==> src/pkg/exc_entry_pkg.sv <==
`default_nettype none
package exc_entry_pkg;

  // machine state word bit positions (big-endian numbering, bit 0 = msb)
  localparam int MSW_USER_BIT    = 31 - 17;
  localparam int MSW_ME_BIT      = 31 - 19;
  localparam int MSW_IBO_BIT     = 31 - 15;
  localparam int MSW_VBS_BIT     = 31 - 25;
  localparam int MSW_RI_BIT      = 31 - 30;
  localparam int MSW_BO_BIT      = 31 - 31;

  // exception vector offsets
  localparam logic [31:0] VEC_EMUL   = 32'h0000_1000;
  localparam logic [31:0] VEC_DBKPT  = 32'h0000_1C00;
  localparam logic [31:0] VEC_IBKPT  = 32'h0000_1D00;
  localparam logic [31:0] VEC_XBKPT  = 32'h0000_1E00;
  // vector base choices and instruction length in bytes
  localparam logic [31:0] BASE_LOW   = 32'h0000_0000;
  localparam logic [31:0] BASE_HIGH  = 32'hFFF0_0000;
  localparam logic [31:0] INSN_BYTES = 32'h0000_0004;

  // apb register byte offsets
  localparam logic [7:0] OFS_CTRL    = 8'h00;
  localparam logic [7:0] OFS_STATUS  = 8'h04;
  localparam logic [7:0] OFS_SAVE_PC = 8'h08;
  localparam logic [7:0] OFS_SAVE_ST = 8'h0C;
  localparam logic [7:0] OFS_BKPT_AD = 8'h10;
  localparam logic [7:0] OFS_FSTAT   = 8'h14;
  localparam logic [7:0] OFS_FTARGET = 8'h18;
  localparam logic [7:0] OFS_FAULT_A = 8'h1C;
  localparam logic [7:0] OFS_FAULT_C = 8'h20;

  // reset values
  localparam logic [31:0] RST_WORD   = 32'h0000_0000;
  localparam logic [1:0]  RST_CTRL   = 2'h0;

  // float status field positions
  localparam int FST_STICKY_BIT = 25;
  localparam int FST_CLASS_LSB  = 12;

  typedef enum {EXC_NONE, EXC_EMUL, EXC_DBKPT, EXC_IBKPT, EXC_XBKPT} exc_kind_t;

  // one retiring instruction as presented by the sequencer
  typedef struct packed {
    logic        valid;
    logic [31:0] pc;
    logic        unimpl;
    logic        cache_seg_tlb;
    logic        spr_access;
    logic        spr_internal;
    logic        spr_unimpl;
    logic        spr_priv_msb;
    logic        dbkpt_match;
    logic [31:0] data_ea;
    logic        ibkpt_match;
  } retire_t;

  // rounding outcome from the float unit
  typedef struct packed {
    logic        valid;
    logic        differs;
    logic        overflow;
    logic        ovf_enable;
    logic [63:0] result;
    logic [4:0]  class_sign;
  } fround_t;

endpackage : exc_entry_pkg
`default_nettype wire

==> src/exc_entry.sv <==
// Function
// - inexact when rounded differs from exact
// - inexact on overflow with overflow disabled
// - inexact: sticky, target result, class field
// - unimplemented instruction traps to emulation
// - cache, segment, tlb instructions trap
// - unimplemented internal spr always emulates
// - external spr emulates if unprivileged field/supervisor
// - save pc of causing instruction
// - data breakpoint saves following pc
// - saved state: high half cleared, low half copied
// - saved state undefined after port reset
// - keep base/check, copy byte order, clear
// - vectors 1000, 1C00, 1D00 from base
// - load/store comparator match gives data breakpoint
// - fetch comparator match gives instruction breakpoint
// - breakpoints masked by recoverable flag optionally
// - unmasked hit without recoverable: non-restartable
// - data breakpoint leaves fault registers alone
// - data breakpoint captures data address
// - development port raises external breakpoint request
// - external breakpoint blocked while not recoverable
// - external breakpoint vectors to 1E00
// - exception taken at retirement, flush younger
`timescale 1ns/1ps
`default_nettype none
module exc_entry (
  // clock and reset
  input  wire logic                       SYS_CLK_I,
  input  wire logic                       RST_I,
  // apb slave
  input  wire logic                       PSEL_I,
  input  wire logic                       PENABLE_I,
  input  wire logic                       PWRITE_I,
  input  wire logic [7:0]                 PADDR_I,
  input  wire logic [31:0]                PWDATA_I,
  output logic      [31:0]                PRDATA_O,
  output logic                            PREADY_O,
  output logic                            PSLVERR_O,
  // sequencer and float unit
  input  wire exc_entry_pkg::retire_t     RETIRE_I,
  input  wire exc_entry_pkg::fround_t     FROUND_I,
  input  wire logic [31:0]                MSW_I,
  input  wire logic                       XBKPT_REQ_I,
  input  wire logic                       DEVPORT_RST_REQ_I,
  // exception entry results
  output logic                            TAKE_O,
  output logic                            FLUSH_O,
  output logic      [31:0]                VECTOR_O,
  output logic      [31:0]                MSW_NEW_O,
  output logic                            NONRESTART_O,
  output logic                            INEXACT_O
);

  logic [1:0]  ctrl_q;          // [0] masked mode for breakpoints
  logic [31:0] save_pc_q;
  logic [31:0] save_st_q;
  logic        save_st_undef_q;
  logic [31:0] bkpt_addr_q;
  logic [31:0] fstat_q;
  logic [63:0] ftarget_q;
  logic [31:0] fault_addr_q;
  logic [31:0] fault_cause_q;
  logic        nonrestart_q;
  exc_entry_pkg::exc_kind_t kind;
  logic        emul_hit;
  logic        dbk_hit;
  logic        ibk_hit;
  logic        xbk_hit;
  logic        rec;
  logic        masked;
  logic        inexact;
  logic [31:0] base;
  logic        apb_wr;
  logic        apb_rd;

  assign rec    = MSW_I[exc_entry_pkg::MSW_RI_BIT];
  assign masked = ctrl_q[0];
  assign base   = MSW_I[exc_entry_pkg::MSW_VBS_BIT] ? exc_entry_pkg::BASE_HIGH
                                                    : exc_entry_pkg::BASE_LOW;

  // decode of emulation causes
  function automatic logic emul_cause(input exc_entry_pkg::retire_t r, input logic user);
    logic spr_int;
    logic spr_ext;
    spr_int = r.spr_access & r.spr_unimpl & r.spr_internal;
    spr_ext = r.spr_access & r.spr_unimpl & ~r.spr_internal
              & (~r.spr_priv_msb | ~user);
    return r.unimpl | r.cache_seg_tlb | spr_int | spr_ext;
  endfunction : emul_cause

  // cause qualification at the retiring instruction only
  assign emul_hit = RETIRE_I.valid & emul_cause(RETIRE_I, MSW_I[exc_entry_pkg::MSW_USER_BIT]);
  assign dbk_hit  = RETIRE_I.valid & RETIRE_I.dbkpt_match & (~masked | rec);
  assign ibk_hit  = RETIRE_I.valid & RETIRE_I.ibkpt_match & (~masked | rec);
  assign xbk_hit  = RETIRE_I.valid & XBKPT_REQ_I & rec;

  // fixed priority: instruction bkpt, emulation, data bkpt, external
  always_comb begin
    kind = exc_entry_pkg::EXC_NONE;
    if (ibk_hit) begin
      kind = exc_entry_pkg::EXC_IBKPT;
    end else if (emul_hit) begin
      kind = exc_entry_pkg::EXC_EMUL;
    end else if (dbk_hit) begin
      kind = exc_entry_pkg::EXC_DBKPT;
    end else if (xbk_hit) begin
      kind = exc_entry_pkg::EXC_XBKPT;
    end
  end

  // taken only when the instruction retires, younger ones flushed
  assign TAKE_O  = (kind != exc_entry_pkg::EXC_NONE);
  assign FLUSH_O = TAKE_O;

  // vector and new machine state word
  always_comb begin
    case (kind)
      exc_entry_pkg::EXC_EMUL:  VECTOR_O = base | exc_entry_pkg::VEC_EMUL;
      exc_entry_pkg::EXC_DBKPT: VECTOR_O = base | exc_entry_pkg::VEC_DBKPT;
      exc_entry_pkg::EXC_IBKPT: VECTOR_O = base | exc_entry_pkg::VEC_IBKPT;
      exc_entry_pkg::EXC_XBKPT: VECTOR_O = base | exc_entry_pkg::VEC_XBKPT;
      default:                  VECTOR_O = exc_entry_pkg::RST_WORD;
    endcase
    MSW_NEW_O = exc_entry_pkg::RST_WORD;
    MSW_NEW_O[exc_entry_pkg::MSW_VBS_BIT] = MSW_I[exc_entry_pkg::MSW_VBS_BIT];
    MSW_NEW_O[exc_entry_pkg::MSW_ME_BIT]  = MSW_I[exc_entry_pkg::MSW_ME_BIT];
    MSW_NEW_O[exc_entry_pkg::MSW_BO_BIT]  = MSW_I[exc_entry_pkg::MSW_IBO_BIT];
  end

  // inexact detection during rounding
  assign inexact   = FROUND_I.valid & (FROUND_I.differs
                     | (FROUND_I.overflow & ~FROUND_I.ovf_enable));
  assign INEXACT_O = inexact;

  // float status, result class and target register
  always_ff @(posedge SYS_CLK_I or posedge RST_I) begin
    if (RST_I) begin
      fstat_q   <= exc_entry_pkg::RST_WORD;
      ftarget_q <= 64'h0000_0000_0000_0000;
    end else if (inexact) begin
      fstat_q[exc_entry_pkg::FST_STICKY_BIT] <= 1'b1;
      fstat_q[exc_entry_pkg::FST_CLASS_LSB +: 5] <= FROUND_I.class_sign;
      ftarget_q <= FROUND_I.result;
    end else if (apb_wr && PADDR_I == exc_entry_pkg::OFS_FSTAT) begin
      fstat_q <= PWDATA_I;
    end
  end

  // saved pc and saved state on entry
  always_ff @(posedge SYS_CLK_I or posedge RST_I) begin
    if (RST_I) begin
      save_pc_q <= exc_entry_pkg::RST_WORD;
      save_st_q <= exc_entry_pkg::RST_WORD;
    end else if (TAKE_O) begin
      save_pc_q <= (kind == exc_entry_pkg::EXC_DBKPT)
                   ? RETIRE_I.pc + exc_entry_pkg::INSN_BYTES
                   : RETIRE_I.pc;
      save_st_q <= {16'h0000, MSW_I[15:0]};
    end
  end

  // strap caught after release: saved state flagged as untrustworthy
  always_ff @(posedge SYS_CLK_I or posedge RST_I) begin
    if (RST_I) begin
      save_st_undef_q <= 1'b0;
    end else if (DEVPORT_RST_REQ_I && !TAKE_O && save_pc_q == exc_entry_pkg::RST_WORD) begin
      save_st_undef_q <= 1'b1;
    end
  end

  // breakpoint address capture; fault registers untouched by it
  always_ff @(posedge SYS_CLK_I or posedge RST_I) begin
    if (RST_I) begin
      bkpt_addr_q <= exc_entry_pkg::RST_WORD;
    end else if (kind == exc_entry_pkg::EXC_DBKPT) begin
      bkpt_addr_q <= RETIRE_I.data_ea;
    end
  end

  // fault registers are software-owned here; no exception in this block writes them
  always_ff @(posedge SYS_CLK_I or posedge RST_I) begin
    if (RST_I) begin
      fault_addr_q  <= exc_entry_pkg::RST_WORD;
      fault_cause_q <= exc_entry_pkg::RST_WORD;
    end else begin
      if (apb_wr && PADDR_I == exc_entry_pkg::OFS_FAULT_A) begin
        fault_addr_q <= PWDATA_I;
      end
      if (apb_wr && PADDR_I == exc_entry_pkg::OFS_FAULT_C) begin
        fault_cause_q <= PWDATA_I;
      end
    end
  end

  // non-restartable latch: set wins over a software clear
  always_ff @(posedge SYS_CLK_I or posedge RST_I) begin
    if (RST_I) begin
      nonrestart_q <= 1'b0;
    end else if ((kind == exc_entry_pkg::EXC_DBKPT || kind == exc_entry_pkg::EXC_IBKPT)
                 && !masked && !rec) begin
      nonrestart_q <= 1'b1;
    end else if (apb_wr && PADDR_I == exc_entry_pkg::OFS_STATUS && PWDATA_I[0]) begin
      nonrestart_q <= 1'b0;
    end
  end
  assign NONRESTART_O = nonrestart_q;

  // apb slave: zero wait states
  assign apb_wr    = PSEL_I & PENABLE_I & PWRITE_I;
  assign apb_rd    = PSEL_I & ~PWRITE_I;
  assign PREADY_O  = 1'b1;
  assign PSLVERR_O = 1'b0;

  always_ff @(posedge SYS_CLK_I or posedge RST_I) begin
    if (RST_I) begin
      ctrl_q <= exc_entry_pkg::RST_CTRL;
    end else if (apb_wr && PADDR_I == exc_entry_pkg::OFS_CTRL) begin
      ctrl_q <= PWDATA_I[1:0];
    end
  end

  // read data registered in the setup cycle; unmapped reads give zero
  always_ff @(posedge SYS_CLK_I or posedge RST_I) begin
    if (RST_I) begin
      PRDATA_O <= exc_entry_pkg::RST_WORD;
    end else if (apb_rd && !PENABLE_I) begin
      case (PADDR_I)
        exc_entry_pkg::OFS_CTRL:    PRDATA_O <= {30'h0000_0000, ctrl_q};
        exc_entry_pkg::OFS_STATUS:  PRDATA_O <= {30'h0000_0000, save_st_undef_q, nonrestart_q};
        exc_entry_pkg::OFS_SAVE_PC: PRDATA_O <= save_pc_q;
        exc_entry_pkg::OFS_SAVE_ST: PRDATA_O <= save_st_q;
        exc_entry_pkg::OFS_BKPT_AD: PRDATA_O <= bkpt_addr_q;
        exc_entry_pkg::OFS_FSTAT:   PRDATA_O <= fstat_q;
        exc_entry_pkg::OFS_FTARGET: PRDATA_O <= ftarget_q[31:0];
        exc_entry_pkg::OFS_FAULT_A: PRDATA_O <= fault_addr_q;
        exc_entry_pkg::OFS_FAULT_C: PRDATA_O <= fault_cause_q;
        default:                    PRDATA_O <= exc_entry_pkg::RST_WORD;
      endcase
    end
  end

  // checks
  emul_vec_a: assert property (@(posedge SYS_CLK_I) disable iff (RST_I)
    kind == exc_entry_pkg::EXC_EMUL |-> VECTOR_O == (base | exc_entry_pkg::VEC_EMUL))
    else $error("emulation vector wrong");
  dbk_pc_a: assert property (@(posedge SYS_CLK_I) disable iff (RST_I)
    kind == exc_entry_pkg::EXC_DBKPT |=> save_pc_q == $past(RETIRE_I.pc) + 32'h0000_0004)
    else $error("data breakpoint saved pc wrong");
  save_pc_a: assert property (@(posedge SYS_CLK_I) disable iff (RST_I)
    TAKE_O && kind != exc_entry_pkg::EXC_DBKPT |=> save_pc_q == $past(RETIRE_I.pc))
    else $error("saved pc wrong");
  save_st_a: assert property (@(posedge SYS_CLK_I) disable iff (RST_I)
    TAKE_O |=> save_st_q[31:16] == 16'h0000 && save_st_q[15:0] == $past(MSW_I[15:0]))
    else $error("saved state wrong");
  xbk_mask_a: assert property (@(posedge SYS_CLK_I) disable iff (RST_I)
    !rec |-> kind != exc_entry_pkg::EXC_XBKPT)
    else $error("external breakpoint taken while not recoverable");
  bkpt_cap_a: assert property (@(posedge SYS_CLK_I) disable iff (RST_I)
    kind == exc_entry_pkg::EXC_DBKPT |=> bkpt_addr_q == $past(RETIRE_I.data_ea))
    else $error("breakpoint address not captured");
  fault_keep_a: assert property (@(posedge SYS_CLK_I) disable iff (RST_I)
    kind == exc_entry_pkg::EXC_DBKPT && !apb_wr |=> $stable(fault_addr_q))
    else $error("fault address changed on data breakpoint");
  inexact_a: assert property (@(posedge SYS_CLK_I) disable iff (RST_I)
    inexact |=> fstat_q[exc_entry_pkg::FST_STICKY_BIT] && ftarget_q == $past(FROUND_I.result))
    else $error("inexact actions missing");
  msw_new_a: assert property (@(posedge SYS_CLK_I) disable iff (RST_I)
    TAKE_O |-> MSW_NEW_O[exc_entry_pkg::MSW_BO_BIT] == MSW_I[exc_entry_pkg::MSW_IBO_BIT]
               && MSW_NEW_O[exc_entry_pkg::MSW_RI_BIT] == 1'b0)
    else $error("new state word wrong");
  masked_bk_a: assert property (@(posedge SYS_CLK_I) disable iff (RST_I)
    masked && !rec |-> !dbk_hit && !ibk_hit)
    else $error("masked breakpoint recognised");

  // vectors for the remaining kinds, and a quiet vector when nothing is taken
  dbk_vec_a: assert property (@(posedge SYS_CLK_I) disable iff (RST_I)
    kind == exc_entry_pkg::EXC_DBKPT |-> VECTOR_O == (base | exc_entry_pkg::VEC_DBKPT))
    else $error("data breakpoint vector wrong");

  ibk_vec_a: assert property (@(posedge SYS_CLK_I) disable iff (RST_I)
    kind == exc_entry_pkg::EXC_IBKPT |-> VECTOR_O == (base | exc_entry_pkg::VEC_IBKPT))
    else $error("instruction breakpoint vector wrong");

  xbk_vec_a: assert property (@(posedge SYS_CLK_I) disable iff (RST_I)
    kind == exc_entry_pkg::EXC_XBKPT |-> VECTOR_O == (base | exc_entry_pkg::VEC_XBKPT))
    else $error("external breakpoint vector wrong");

  idle_vec_a: assert property (@(posedge SYS_CLK_I) disable iff (RST_I)
    !TAKE_O |-> VECTOR_O == exc_entry_pkg::RST_WORD)
    else $error("vector driven with no exception");

  // entry happens only at retirement, and always cancels younger work
  flush_take_a: assert property (@(posedge SYS_CLK_I) disable iff (RST_I)
    TAKE_O |-> FLUSH_O)
    else $error("exception taken without flush");

  retire_only_a: assert property (@(posedge SYS_CLK_I) disable iff (RST_I)
    !RETIRE_I.valid |-> !TAKE_O)
    else $error("exception taken with nothing retiring");

  // priority order: one winner
  ibk_prio_a: assert property (@(posedge SYS_CLK_I) disable iff (RST_I)
    ibk_hit |-> kind == exc_entry_pkg::EXC_IBKPT)
    else $error("instruction breakpoint lost priority");

  emul_prio_a: assert property (@(posedge SYS_CLK_I) disable iff (RST_I)
    emul_hit && !ibk_hit |-> kind == exc_entry_pkg::EXC_EMUL)
    else $error("emulation lost priority");

  xbk_take_a: assert property (@(posedge SYS_CLK_I) disable iff (RST_I)
    xbk_hit && !ibk_hit && !emul_hit && !dbk_hit |-> kind == exc_entry_pkg::EXC_XBKPT)
    else $error("external breakpoint not taken");

  // comparator matches are recognised in unmasked mode
  dbk_hit_a: assert property (@(posedge SYS_CLK_I) disable iff (RST_I)
    RETIRE_I.valid && RETIRE_I.dbkpt_match && !masked |-> dbk_hit)
    else $error("data breakpoint match missed");

  ibk_hit_a: assert property (@(posedge SYS_CLK_I) disable iff (RST_I)
    RETIRE_I.valid && RETIRE_I.ibkpt_match && !masked |-> ibk_hit)
    else $error("instruction breakpoint match missed");

  // emulation causes
  unimpl_emul_a: assert property (@(posedge SYS_CLK_I) disable iff (RST_I)
    RETIRE_I.valid && RETIRE_I.unimpl |-> emul_hit)
    else $error("unimplemented instruction not trapped");

  cache_emul_a: assert property (@(posedge SYS_CLK_I) disable iff (RST_I)
    RETIRE_I.valid && RETIRE_I.cache_seg_tlb |-> emul_hit)
    else $error("cache, segment or tlb instruction not trapped");

  spr_int_a: assert property (@(posedge SYS_CLK_I) disable iff (RST_I)
    RETIRE_I.valid && RETIRE_I.spr_access && RETIRE_I.spr_unimpl
    && RETIRE_I.spr_internal |-> emul_hit)
    else $error("internal spr access not trapped");

  spr_ext_a: assert property (@(posedge SYS_CLK_I) disable iff (RST_I)
    RETIRE_I.valid && RETIRE_I.spr_access && RETIRE_I.spr_unimpl
    && !RETIRE_I.spr_internal && !RETIRE_I.spr_priv_msb |-> emul_hit)
    else $error("external spr access not trapped");

  // inexact detection and its side effects
  inexact_diff_a: assert property (@(posedge SYS_CLK_I) disable iff (RST_I)
    FROUND_I.valid && FROUND_I.differs |-> INEXACT_O)
    else $error("inexact missed on differing result");

  inexact_ovf_a: assert property (@(posedge SYS_CLK_I) disable iff (RST_I)
    FROUND_I.valid && FROUND_I.overflow && !FROUND_I.ovf_enable |-> INEXACT_O)
    else $error("inexact missed on disabled overflow");

  class_field_a: assert property (@(posedge SYS_CLK_I) disable iff (RST_I)
    inexact |=> fstat_q[exc_entry_pkg::FST_CLASS_LSB +: 5] == $past(FROUND_I.class_sign))
    else $error("result class field not updated");

  // state word bits kept, fault cause kept, non-restartable latch set, undefined flag sticky
  msw_keep_a: assert property (@(posedge SYS_CLK_I) disable iff (RST_I)
    TAKE_O |-> MSW_NEW_O[exc_entry_pkg::MSW_VBS_BIT] == MSW_I[exc_entry_pkg::MSW_VBS_BIT]
               && MSW_NEW_O[exc_entry_pkg::MSW_ME_BIT] == MSW_I[exc_entry_pkg::MSW_ME_BIT])
    else $error("kept state word bits changed");

  fault_c_keep_a: assert property (@(posedge SYS_CLK_I) disable iff (RST_I)
    kind == exc_entry_pkg::EXC_DBKPT && !apb_wr |=> $stable(fault_cause_q))
    else $error("fault cause changed on data breakpoint");

  nr_set_a: assert property (@(posedge SYS_CLK_I) disable iff (RST_I)
    (kind == exc_entry_pkg::EXC_DBKPT || kind == exc_entry_pkg::EXC_IBKPT) && !rec
    |=> nonrestart_q)
    else $error("non-restartable state not entered");

  undef_keep_a: assert property (@(posedge SYS_CLK_I) disable iff (RST_I)
    save_st_undef_q |=> save_st_undef_q)
    else $error("undefined saved state flag lost");

  emul_c: cover property (@(posedge SYS_CLK_I) disable iff (RST_I) kind == exc_entry_pkg::EXC_EMUL);
  dbk_c:  cover property (@(posedge SYS_CLK_I) disable iff (RST_I) kind == exc_entry_pkg::EXC_DBKPT);
  xbk_c:  cover property (@(posedge SYS_CLK_I) disable iff (RST_I) kind == exc_entry_pkg::EXC_XBKPT);
  nr_c:   cover property (@(posedge SYS_CLK_I) disable iff (RST_I) $rose(nonrestart_q));

endmodule : exc_entry
`default_nettype wire

==> config.mk <==
export PLATFORM = sky130hd
export DESIGN_NAME = exc_entry
export DESIGN_NICKNAME = d
export VERILOG_FILES = /design/src/pkg/exc_entry_pkg.sv /design/src/exc_entry.sv
export SDC_FILE = /design/constraint.sdc
export NUM_CORES = 1
export LEC_CHECK = 0
export BUFFER_PORTS_ARGS = -buffer_cell sky130_fd_sc_hd__buf_4
export CORE_UTILIZATION = 53
export DETAILED_ROUTE_END_ITERATION = 6
export GPL_ROUTABILITY_DRIVEN = 0
export PLACE_DENSITY = 0.8
export REMOVE_ABC_BUFFERS = 1
export SYNTH_ARGS = -nofsm -noshare
export SYNTH_HDL_FRONTEND = slang
export SYNTH_SLANG_ARGS = --single-unit
==> constraint.sdc <==
create_clock -name SYS_CLK_I -period 10.65 [get_ports SYS_CLK_I]
set_clock_uncertainty 0.1 [all_clocks]
set_input_delay 1.065 -clock SYS_CLK_I [delete_from_list [all_inputs] [get_ports SYS_CLK_I]]
set_output_delay 1.065 -clock SYS_CLK_I [all_outputs]
set_load 0.05 [all_outputs]
After elaboration in Yosys (flattened, before gate mapping)
Cells that the tools add are included.

Mux-type cells: 13. Bitwise logic cells: 29. Eq/ne operators: 14. Reductions and logical operators: 22. Add/subtract/negate cells: 1.

Operator list (count): $pmux 32 s9 (1); $pmux 32 s4 (1); $eq 32x3->1 const B (3); $eq 32x2->1 const B (2); $mux 32 (2); $add 32x3->32 const B (1); $eq 32x1->1 const B (1); $eq 8x5->1 const B (4); $logic_not 32->1 (1); $reduce_bool 32->1 (1); $mux 26 (1); $and 1x1->1 (16); $eq 8x4->1 const B (2); $mux 3 (4); $logic_and 1x1->1 (11); $eq 8x3->1 const B (1); $eq 8x6->1 const B (1); $logic_not 8->1 (1); $not 1->1 (7); $or 1x1->1 (6); $mux 5 (1); $logic_not 1->1 (4); $reduce_bool 2->1 (2); $mux 1 (3); other kinds (2) (2).

Input bits: 225. Flip-flop bits (word level): 244. Word-level logic and storage cells: 91. Output and inout bits: 102.

Depth between registers and ports, before layout
Gate-level depths: netlist of run 1.

Depth in word-level cells: 12. Mapped depth: 9.

Least setup slack after synthesis of run 1
No wires, ideal clock.

Path type: input-to-output. Start point: in RETIRE_I[34] (netlist bit). End point: out TAKE_O. Path buffers: 3. Arrival time: 3.145 ns. Setup slack: 6.340 ns. Required time: 9.485 ns. Stages: 6. Cells stage by stage: and3b_1 -> o31a_1 -> o21ai_1 -> clkbuf_1 -> buf_1 -> buf_4.

Longest elaborated chain between the ends: 8.

RTL lines: start: declaration (line exc_entry.sv:41) `input wire exc_entry_pkg::retire_t RETIRE_I,`; $not 1->1 (line exc_entry.sv:88) `& (~r.spr_priv_msb | ~user);`; $or 1x1->1 (line exc_entry.sv:88); $and 1x1->1 (line exc_entry.sv:88); $or 1x1->1 (line exc_entry.sv:89) `return r.unimpl | r.cache_seg_tlb | spr_int | spr_ext;`; $and 1x1->1 (line exc_entry.sv:93) `assign emul_hit = RETIRE_I.valid & emul_cause(RETIRE_I, MSW_I[exc_entry_pkg::MSW_USER_BIT]);`; $mux 3 (line exc_entry.sv:103) `end else if (emul_hit) begin`; $mux 3 (line exc_entry.sv:101) `if (ibk_hit) begin`; $reduce_bool 32->1 (line exc_entry.sv:113) `assign TAKE_O = (kind != exc_entry_pkg::EXC_NONE);`; end: declaration (line exc_entry.sv:47) `output logic TAKE_O,`.

No other way between the ends.

Final worst setup path of run 1
Start point: in MSW_I[1]. End point: out VECTOR_O[23].

Longest elaborated chain between the ends: 7.

RTL lines: start: declaration (line exc_entry.sv:43) `input wire logic [31:0] MSW_I,`; $or 1x1->1 / $and 1x1->1 (equally long branches) (line exc_entry.sv:94, exc_entry.sv:95, exc_entry.sv:96); $and 1x1->1 / $mux 3 (equally long branches) (line exc_entry.sv:94, exc_entry.sv:107); $mux 3 (line exc_entry.sv:105) `end else if (dbk_hit) begin`; $mux 3 (line exc_entry.sv:103); $mux 3 (*) (line exc_entry.sv:101); $eq 32x3->1 (tied with other cells) (line exc_entry.sv:118) `case (kind)`; $pmux 32 s4 (*) (line exc_entry.sv:118); end: declaration (line exc_entry.sv:49) `output logic [31:0] VECTOR_O,`.

Every way passes the cells marked *; elsewhere a longest branch is shown, timed or not.

==> flow_metrics.tcl, run 1 <==
set metrics [dict create \
    yosysSeqAreaShare 0.504 \
    fp.coreArea_um2 22100 \
    synth.avg_cell_area_um2 10.3 \
    vias_per_cell 5.94 \
    netlist_instances 1176 \
    finalCritPeriodShare 0.385 \
    cts_buffers 26 \
    setup_tns_ps 0 \
    dieArea_um2 23500 \
    synth_ff_type "dfrtp_1" \
    slew_violations 0 \
    grt_pass1_vias 9992 \
    endpoint_kind "output pin" \
    syn_area_um2 12100 \
    critPathKind "input pin to output pin" \
    cpPeakStageDelay_ps 590 \
    path_buf_inv 2 \
    post-route-util 0.669 \
    ys_seq_elements 244 \
    n_antenna_cell 0 \
    fp.dieW_um 153 \
    io_buffer_count 231 \
    wl_per_cell_um 21.2 \
    outcome "finished, violations left" \
    fin_ws_ps 6550 \
    regArea_um2 6110 \
    ys_types 64 \
    drive_above_1_share 0.315 \
    initial_utilization 0.548 \
    worstPathArrival_ps 2930 \
    ys_async_sr_fraction 1.00 \
    nFillCells 1661 \
    holdWs_ps 369 \
    ys.warnings.count 0 \
    ant_nets 0 \
    cts_root_buf "clkbuf_16" \
    cts_setup_buffers 0 \
    crit_fanout 16 \
    cpLargestDelayFamily "simple AND/OR/NAND/NOR gates" \
    hold_viol 0 \
    required_ps 9490 \
    cap_violations 0 \
    grt_use_total 0.305 \
    tightest_slew_ps 1210 \
    path_cells "buf_4, nand2b_1, nand2_1, o21ai_4, and2_1, buf_4" \
    drt_iter0_markers 859 \
    cts_tree "built" \
    hold_class "flip-flop to flip-flop" \
    htreeDepth 1 \
    peakVddDrop_uv 131 \
    multiInputGateArea_um2 5430 \
    setup_viol 0 \
    relSlewSlack 0.188 \
    fp.dieH_um 153 \
    crit_top_cell "buf_4" \
    vias 9908 \
    clockBufferDepth 3 \
    grt_pass1_wl_um 55500 \
    cp-start-kind "input pin" \
    drt_wl_total_um 35400 \
    nNetsFinal 1595 \
    critPathSlowestCell "o21ai_4" \
    synth_edf_count 0 \
    p_per_area_nw_per_um2 160 \
    firstDrtPassIters 7 \
    post_cts_hold_buffer_count 0 \
    boundaryPins 327 \
    fmaxAchievable_ghz 0.244 \
    clock_latency_ps 530 \
    std_cell_rows 54 \
    grt_max_degree 96 \
    grt.overflow.total 0 \
    failed_checks "DRC" \
    cts-resized-gates 0 \
    clock_sinks 244 \
    syn_to_final_growth_pct 22.0 \
    leakage_uw 0.00714 \
    cts.clk_slew.worst_paths_ps 60 \
    post-dp-hpwl_um 24000 \
    drc 2 \
    antenna_found_initial 0 \
    grt_setup_unrepaired "false" \
    min_period_ps 4100 \
    preCtsSetupSlack_ps 6560 \
]
worst min-delay path, delay by kind of cell (launching register included):
family	cells	cell delay, ps
flops	1	340
simple gates	2	100
state kept, by name, indices dropped and copies added, names as in the netlist:
register / cells
NONRESTART_O: 1
save_st_undef_q: 1
ftarget_q: 32
save_st_q: 16
fault_addr_q: 32
fault_cause_q: 32
bkpt_addr_q: 32
fstat_q: 32
ctrl_q: 2
PRDATA_O: 32
save_pc_q: 32
cell type report:
cell class / count / share of cell area
Timing Repair Buffer: 249 / 0.126
Clock inverter: 9 / 0.0118
Inverter: 13 / 0.00381
Tap cell: 280 / 0.0237
Sequential cell: 244 / 0.413
Clock buffer: 39 / 0.0542
Multi-Input combinational cell: 835 / 0.367
cells in the final DEF, fill, tap and decap left out, drive strengths merged, types with 5 or more instances in the layout:
master and count:
nor4 10, clkinv 5, o21ai 33, o221ai 10, conb 46, nor2 57, mux2 131, a221o 6
a222oi 5, clkbuf 39, and3 5, a22o 11, xor2 15, buf 249, inv 12, xnor2 12
nand4 20, dfrtp 244, nand2 248, a221oi 11, o22ai 7, nor3 23, mux2i 30, a21oi 39
nand3 29, bufinv 5, a22oi 33
path summary, 6_finish.rpt:
path	cells past startpoint	slack, ps	startpoint	endpoint
worst max-delay path	6	6550	MSW_I[1]	VECTOR_O[23]
worst min-delay path	2	370	ftarget_q[25]	ftarget_q[25]
worst max register to register	5	7980	ctrl_q[0]	save_st_q[5]
worst min register to register	2	370	ftarget_q[25]	ftarget_q[25]
max in group asynchronous	3	8440	RST_I	fstat_q[6]
min in group asynchronous	2	530	RST_I	ftarget_q[18]
where the power goes:
part	switching [µW]	leakage (µW)	internal [µW]
clock network	373	0.000481	639
logic	195	0.00348	116
registers	48.0	0.00317	998
total	616	0.00714	1750
metrics by stage:
| stage | cells | area, µm² | total power [µW] |
|---|---|---|---|
| final | 1669 | 14800 | 2370 |
| after global routing | 1669 | 14800 | 2450 |
| after CTS | 1669 | 14800 | 2370 |
| after detailed placement | 1621 | 13800 | 1370 |
| after global placement | 1621 | 13800 | 1360 |
| after floorplan | 1092 | 11500 | 1230 |
logic make-up (layout without fill, tap and decap cells):
group | after synthesis | in the layout | share of synthesized area
AO/OA/AOI/OAI | 178 | 178 | 0.102
XOR/XNOR | 27 | 27 | 0.0195
other | 2 | 46 | 0.000620
AND/OR/NAND/NOR | 421 | 421 | 0.153
adder cells (fa/ha/maj) | 1 | 1 | 0.00103
multiplexers | 162 | 162 | 0.155
buffers and inverters | 141 | 310 | 0.0655
flip-flops | 244 | 244 | 0.504
cells in the mapped netlist (6+ instances only):
| cell type | number | area (µm²) |
|---|---|---|
| a21oi_1 | 39 | 195 |
| a221o_1 | 6 | 60.1 |
| a221oi_1 | 11 | 96.3 |
| a22o_1 | 11 | 96.3 |
| a22oi_1 | 33 | 248 |
| buf_1 | 11 | 41.3 |
| buf_2 | 7 | 35.0 |
| buf_4 | 62 | 465 |
| clkbuf_1 | 45 | 169 |
| dfrtp_1 | 244 | 6110 |
| inv_1 | 12 | 45.0 |
| mux2_2 | 111 | 1250 |
| mux2_4 | 20 | 300 |
| mux2i_1 | 30 | 300 |
| nand2_1 | 247 | 927 |
| nand3_1 | 29 | 145 |
| nand4_1 | 20 | 125 |
| nor2_1 | 57 | 214 |
| nor3_1 | 22 | 110 |
| nor4_1 | 10 | 62.6 |
| o21ai_0 | 31 | 155 |
| o221ai_1 | 10 | 87.6 |
| o22ai_1 | 7 | 43.8 |
| xnor2_1 | 12 | 105 |
| xor2_1 | 15 | 131 |
per-layer routing:
layer | routed length (µm) | vias to the layer above | share of wire | track usage
met5 | 0 | - | 0 | 0
met3 | 3150 | 72 | 0.089 | 0.0462
met4 | 1090 | 0 | 0.031 | 0.110
met1 | 14100 | 4866 | 0.40 | 0.413
met2 | 17000 | 544 | 0.48 | 0.498
li1 | - | 4426 | - | -
Note: power is estimated with default switching activity, not from simulation.
==> inputs of run 2 (changes only) <==
--- a/config.mk
+++ b/config.mk
@@ -5,11 +5,12 @@
 export SDC_FILE = /design/constraint.sdc
 export NUM_CORES = 1
 export LEC_CHECK = 0
+export ABC_AREA = 1
 export BUFFER_PORTS_ARGS = -buffer_cell sky130_fd_sc_hd__buf_4
-export CORE_UTILIZATION = 53
+export CORE_UTILIZATION = 54
 export DETAILED_ROUTE_END_ITERATION = 6
 export GPL_ROUTABILITY_DRIVEN = 0
-export PLACE_DENSITY = 0.8
+export PLACE_DENSITY = 0.81
 export REMOVE_ABC_BUFFERS = 1
 export SYNTH_ARGS = -nofsm -noshare
 export SYNTH_HDL_FRONTEND = slang
==> constraint.sdc (replaced) <==
create_clock -name SYS_CLK_I -period 4.3 [get_ports SYS_CLK_I]
set_clock_uncertainty 0.1 [all_clocks]
set_input_delay 0.43 -clock SYS_CLK_I [delete_from_list [all_inputs] [get_ports SYS_CLK_I]]
set_output_delay 0.43 -clock SYS_CLK_I [all_outputs]
set_load 0.05 [all_outputs]
==> run 2 against run 1 <==
- final cell count grew 39%
- global-route usage is essentially flat
- total power grew 130%
- via count grew 25%
- sequential power grew 140%
- die area grew 4.2%
- area after synthesis grew 6.2%
- the flow finishes with violations (hold timing)
- critical path depth grew 4
- clock power grew 100%
- highest routed layer unchanged
==> flow_metrics.tcl, run 2 <==
set metrics [dict create \
    n_antenna_cell 0 \
    endpoint_kind "output pin" \
    critPathSlowestCell "dfrtp_1" \
    reg2reg_slack_ps 1950 \
    ant_nets 0 \
    cts-resized-gates 0 \
    grtUsageMet3 0.0382 \
    cts_tree "built" \
    initial_utilization 0.550 \
    grt_max_degree 161 \
    rr_worst_depth 11 \
    netlist_instances 1781 \
    min_period_ps 2980 \
    fp.dieH_um 156 \
    drt_wl_total_um 37300 \
    nNetsFinal 2214 \
    grt_use_met1 0.414 \
    drc 0 \
    antenna_found_initial 0 \
    final_common_cell "nand2_1" \
    fp.dieW_um 156 \
    grt_pass1_vias 11718 \
    fp.coreArea_um2 23400 \
    cap_violations 0 \
    clock_sinks 244 \
    boundaryPins 327 \
    final_cell_mix "770 x nand2_1, 248 x buf_4, 244 x dfrtp_1, 166 x nand3_1, 125 x nor2_1" \
    post-dp-hpwl_um 24200 \
    synth.most_common_cell "nand2_1" \
    io_buffer_count 231 \
    r2r-start "ctrl_q[0]" \
    finalCritPeriodShare 0.694 \
    cp-start-kind "flip-flop" \
    crit_end "VECTOR_O[22]" \
    synth.avg_cell_area_um2 7.23 \
    synth_top_cell_by_area "dfrtp_1" \
    syn_area_um2 12900 \
    hold_viol 1 \
    clockBufferDepth 3 \
    ys.warnings.count 0 \
    leakage_uw 0.00839 \
    path_cells "inv_1, nor2_2, nor2_2, inv_2, nand2_1, nor2_2, nand2_2, nand2_1, inv_1, buf_4" \
    cts_setup_buffers 0 \
    setup_viol 0 \
    firstDrtPassIters 5 \
    tightest_slew_ps 1120 \
    hold_class "input pin to flip-flop" \
    std_cell_rows 56 \
    dieArea_um2 24500 \
    ys_async_sr_fraction 1.00 \
    p_per_area_nw_per_um2 352 \
    syn_to_final_growth_pct 20.3 \
    outcome "finished, violations left" \
    grt_use_met2 0.503 \
    worstPathArrival_ps 2450 \
    holdWs_ps -3.81 \
    finalPower_uw 5450 \
    r2r_end "save_pc_q[19]" \
    relSlewSlack 0.253 \
    synth_edf_count 0 \
    grt_pass1_wl_um 58500 \
    post-route-util 0.662 \
    grt_use_total 0.305 \
    cts.clk_slew.worst_paths_ps 70 \
    vias_per_cell 5.32 \
    drive_above_1_share 0.155 \
    yosysSeqAreaShare 0.474 \
    grt.overflow.total 0 \
    clock_latency_ps 540 \
    fmaxAchievable_ghz 0.335 \
    critPathLaunch "ctrl_q[0]" \
    crit_top_cell "nor2_2" \
    synth_commonest_cells "770 x nand2_1, 244 x dfrtp_1, 167 x nand3_1, 126 x nor2_1, 117 x inv_1" \
    critPathKind "flip-flop to output pin" \
    cts_root_buf "clkbuf_16" \
    synth_ff_type "dfrtp_1" \
    ys_types 33 \
    wl_per_cell_um 16.1 \
    drt_iter0_markers 1317 \
    post_cts_hold_buffer_count 32 \
    grt_setup_unrepaired "false" \
    htreeDepth 1 \
    yosysTopAreaCellShare 0.474 \
    peakVddDrop_uv 256 \
    gr-max-usage-layer "met2" \
    cts_buffers 25 \
    cpPeakStageDelay_ps 410 \
    crit_fanout 16 \
    required_ps 3770 \
    ys_seq_elements 244 \
    failed_checks "hold timing" \
    ys_top_cells_by_area "dfrtp_1 47%, nand2_1 22%, nand3_1 6.5%" \
    slew_violations 0 \
    vias 12336 \
]
-- run 2: cell types whose count changed after synthesis, moves of 33 or more --
cell	change
a22oi_1	-33
inv_1	+105
o21ai_1	+42
mux2_2	-111
a21oi_1	-37
nand3_1	+138
nor2_1	+69
o21ai_0	+75
nand2_1	+523
-- run 2: layout make-up --
type | count | area, µm²
clock inverter | 6 | 72.6
multi-input combinational | 1310 | 5540
inverter | 126 | 480
sequential | 244 | 6110
timing repair buffer | 281 | 2200
clock buffer | 33 | 686
fill | 2004 | 7920
tap | 319 | 399
-- run 2: power by group --
part,switching (µW),internal (µW),leakage [µW]
clock network,897,1170,0.000371
logic,536,270,0.00483
registers,102,2470,0.00319
total,1530,3910,0.00839
-- run 2: metal layers --
| metal | vias up | wire, µm |
|---|---|---|
| li1 | 5862 | - |
| met1 | 5784 | 15400 |
| met2 | 600 | 17500 |
| met3 | 90 | 3220 |
| met4 | 0 | 1140 |
| met5 | - | 0 |
-- run 2: how the worst min path moves through the flow --
stage | to | startpoint | cells after the start | slack (ps)
CTS | ftarget_q[29] | FROUND_I[34] | 3 | 0.02
global placement | save_st_undef_q | save_st_undef_q | 2 | 340
floorplan | save_st_undef_q | save_st_undef_q | 2 | 320
detailed placement | save_st_undef_q | save_st_undef_q | 2 | 340
global route | ftarget_q[29] | FROUND_I[34] | 3 | 2
finish | ftarget_q[29] | FROUND_I[34] | 3 | -4
-- run 2: per-stage QoR --
step                      setup TNS (ps)  cells  worst slack, ps  hold WS (ps)  instance area [µm²]
after global routing                   0   2319             1170          1.76                15500
final                                  0   2319             1320         -3.81                15500
after detailed placement               0   2248             1490           343                14400
after floorplan                  -738410   1680            -2930           322                12100
after CTS                              0   2319             1370        0.0174                15500
after global placement                 0   2248             1550           336                14400
-- run 2: logic make-up after synthesis --
logic type	Yosys count	synth area share
other	2	0.000583
DFF	244	0.474
xor gates and xnor gates	6	0.00408
buffers and inverters	271	0.110
and+or+nand+nor	1089	0.342
adders and majority gates	1	0.000972
AOI/OAI and AO/OA	168	0.0685
-- run 2: worst max-delay path, delay by kind of cell (launching register included) --
| kind | cells | cell delay, ps |
|---|---|---|
| buffers and inverters | 4 | 730 |
| flip-flops | 1 | 410 |
| AND/OR/NAND/NOR | 6 | 770 |
==> inputs of run 3 (changes only) <==
--- a/config.mk
+++ b/config.mk
@@ -5,12 +5,12 @@
 export SDC_FILE = /design/constraint.sdc
 export NUM_CORES = 1
 export LEC_CHECK = 0
-export ABC_AREA = 1
+export ABC_AREA = 0
 export BUFFER_PORTS_ARGS = -buffer_cell sky130_fd_sc_hd__buf_4
-export CORE_UTILIZATION = 54
+export CORE_UTILIZATION = 53
 export DETAILED_ROUTE_END_ITERATION = 6
 export GPL_ROUTABILITY_DRIVEN = 0
-export PLACE_DENSITY = 0.81
+export PLACE_DENSITY = 0.8
 export REMOVE_ABC_BUFFERS = 1
 export SYNTH_ARGS = -nofsm -noshare
 export SYNTH_HDL_FRONTEND = slang
==> constraint.sdc (replaced) <==
create_clock -name SYS_CLK_I -period 2.99 [get_ports SYS_CLK_I]
set_clock_uncertainty 0.1 [all_clocks]
set_input_delay 0.299 -clock SYS_CLK_I [delete_from_list [all_inputs] [get_ports SYS_CLK_I]]
set_output_delay 0.299 -clock SYS_CLK_I [all_outputs]
set_load 0.05 [all_outputs]
==> run 3 against run 2 <==
- the run now ends clean
- wire length is 6.0% higher
- hold slack gained 5.8 ps
- total power up 50%
- sequential power is 45% higher
- worst setup slack got worse by 1100 ps
- critical path type is now input pin to output pin
- largest cell class unchanged
- highest routed layer unchanged
==> flow_metrics.tcl, run 3 (synthesis results as in run 1) <==
set metrics [dict create \
    cts_setup_buffers 0 \
    initial_utilization 0.548 \
    critPathLaunch "MSW_I[14]" \
    post-dp-hpwl_um 25400 \
    post-route-util 0.734 \
    ant_nets 0 \
    leakage_uw 0.00776 \
    crit_top_cell "buf_4" \
    power.clock.fraction 0.384 \
    slew_violations 0 \
    cts.clk_slew.worst_paths_ps 60 \
    switching_power_uw 2230 \
    fp.dieH_um 153 \
    drt_wl_total_um 39500 \
    boundaryPins 327 \
    firstDrtPassIters 5 \
    min-delay-start "RETIRE_I[68]" \
    fin_ws_ps 183 \
    grt_setup_unrepaired "false" \
    min_period_ps 2810 \
    path_cells "dlygate4sd3_1, buf_4, and3b_1, o31a_1, o21ai_4, and2_1, buf_4" \
    cp-start-kind "input pin" \
    final_common_cell "buf_4" \
    wl_per_cell_um 21.7 \
    outcome "completed" \
    cts-resized-gates 0 \
    peakVddDrop_uv 415 \
    grt_pass1_wl_um 61300 \
    worstPathArrival_ps 2410 \
    cpLargestDelayFamily "buffers and inverters" \
    vias 10961 \
    path_buf_inv 3 \
    fp.coreArea_um2 22100 \
    grt_use_total 0.337 \
    tightest_slew_ps 837 \
    relSlewSlack 0.438 \
    stdcell_count 1824 \
    clockBufferDepth 3 \
    syn_to_final_growth_pct 33.8 \
    final_cell_mix "270 x buf_4, 247 x nand2_1, 244 x dfrtp_1, 132 x dlygate4sd3_1, 111 x mux2_2" \
    setup_viol 0 \
    cts_buffers 26 \
    required_ps 2590 \
    cts_tree "built" \
    finalCritPeriodShare 0.939 \
    final_area_um2 16200 \
    numPlacedInstances 1647 \
    drive_above_1_share 0.296 \
    cap_violations 0 \
    preCtsSetupSlack_ps 317 \
    switching_share 0.272 \
    holdWs_ps 2.04 \
    drc 0 \
    p_per_area_nw_per_um2 504 \
    endpoint_kind "output pin" \
    regArea_um2 6110 \
    r2r-start "ctrl_q[0]" \
    fp.dieW_um 153 \
    hold_class "input pin to flip-flop" \
    dieArea_um2 23500 \
    cts_root_buf "clkbuf_16" \
    place_area_um2 14100 \
    cpPeakStageDelay_ps 540 \
    seqPwrFrac 0.457 \
    combPwrFrac 0.159 \
    intPower_uw 5940 \
    io_buffer_count 231 \
    clock_latency_ps 530 \
    std_cell_rows 54 \
    grt_pass1_vias 11320 \
    drt_iter0_markers 983 \
    hold_viol 0 \
    antenna_found_initial 1 \
    htreeDepth 1 \
    grt.overflow.total 0 \
    clock_sinks 244 \
    post_cts_hold_buffer_count 132 \
    crit_fanout 12 \
    nNetsFinal 1753 \
    critPathKind "input pin to output pin" \
    vias_per_cell 6.01 \
    critPathSlowestCell "dlygate4sd3_1" \
    nFillCells 1454 \
    multiInputGateArea_um2 5430 \
    fmaxAchievable_ghz 0.356 \
    grt_max_degree 87 \
]
[run 3: changes by cell type in the layout (fill, tap and decap cells not counted), moves of 33 or more]
| cell | change |
|---|---|
| a21oi_1 | +37 |
| a22oi_1 | +33 |
| dlygate4sd3_1 | +100 |
| inv_1 | -105 |
| mux2_2 | +111 |
| nand2_1 | -523 |
| nand3_1 | -137 |
| nor2_1 | -68 |
| o21ai_0 | -75 |
| o21ai_1 | -43 |
[run 3: through the flow]
| stage | total power (µW) | TNS [ps] |
|---|---|---|
| floorplan | 4380 | -1243900 |
| global placement | 4860 | 0 |
| detailed placement | 4900 | 0 |
| CTS | 8120 | 0 |
| global route | 8430 | 0 |
| finish | 8170 | 0 |
[run 3: path summary, 6_finish.rpt]
path / to / slack, ps / cells after the start
max: VECTOR_O[23] / 180 / 7
min: save_pc_q[28] / 2 / 3
max reg2reg: save_pc_q[30] / 820 / 5
min reg2reg: ftarget_q[27] / 370 / 2
max in group asynchronous: fault_cause_q[5] / 1570 / 4
min in group asynchronous: fault_cause_q[18] / 320 / 3
[run 3: layout make-up]
class / instances / share of cell area
antenna: 2 / 0.000309
clock buffer: 38 / 0.0473
clock inverter: 5 / 0.00309
inverter: 13 / 0.00347
multi-input combinational: 835 / 0.335
sequential: 244 / 0.377
tap: 280 / 0.0216
timing repair buffer: 407 / 0.213
[run 3: per-layer routing]
metal  up-vias  part of all wire  global-route usage
met5         -                 0                   0
met4         0             0.053               0.183
met3       144             0.095              0.0556
met2       719              0.48               0.545
met1      5359              0.37               0.437
li1       4739                 -                   -
[run 3: worst min-delay path, cell delays in order]
cell	delay (ps)
buf_4	90
xor2_1	60
a21oi_1	130
[run 3: power groups by stage]
stage	Clock (µW)	Combinational (µW)	Sequential [µW]
after floorplan	0	665	3720
after global placement	0	1100	3760
after detailed placement	0	1120	3780
after CTS	3130	1270	3720
after global routing	3280	1390	3760
final	3140	1300	3730
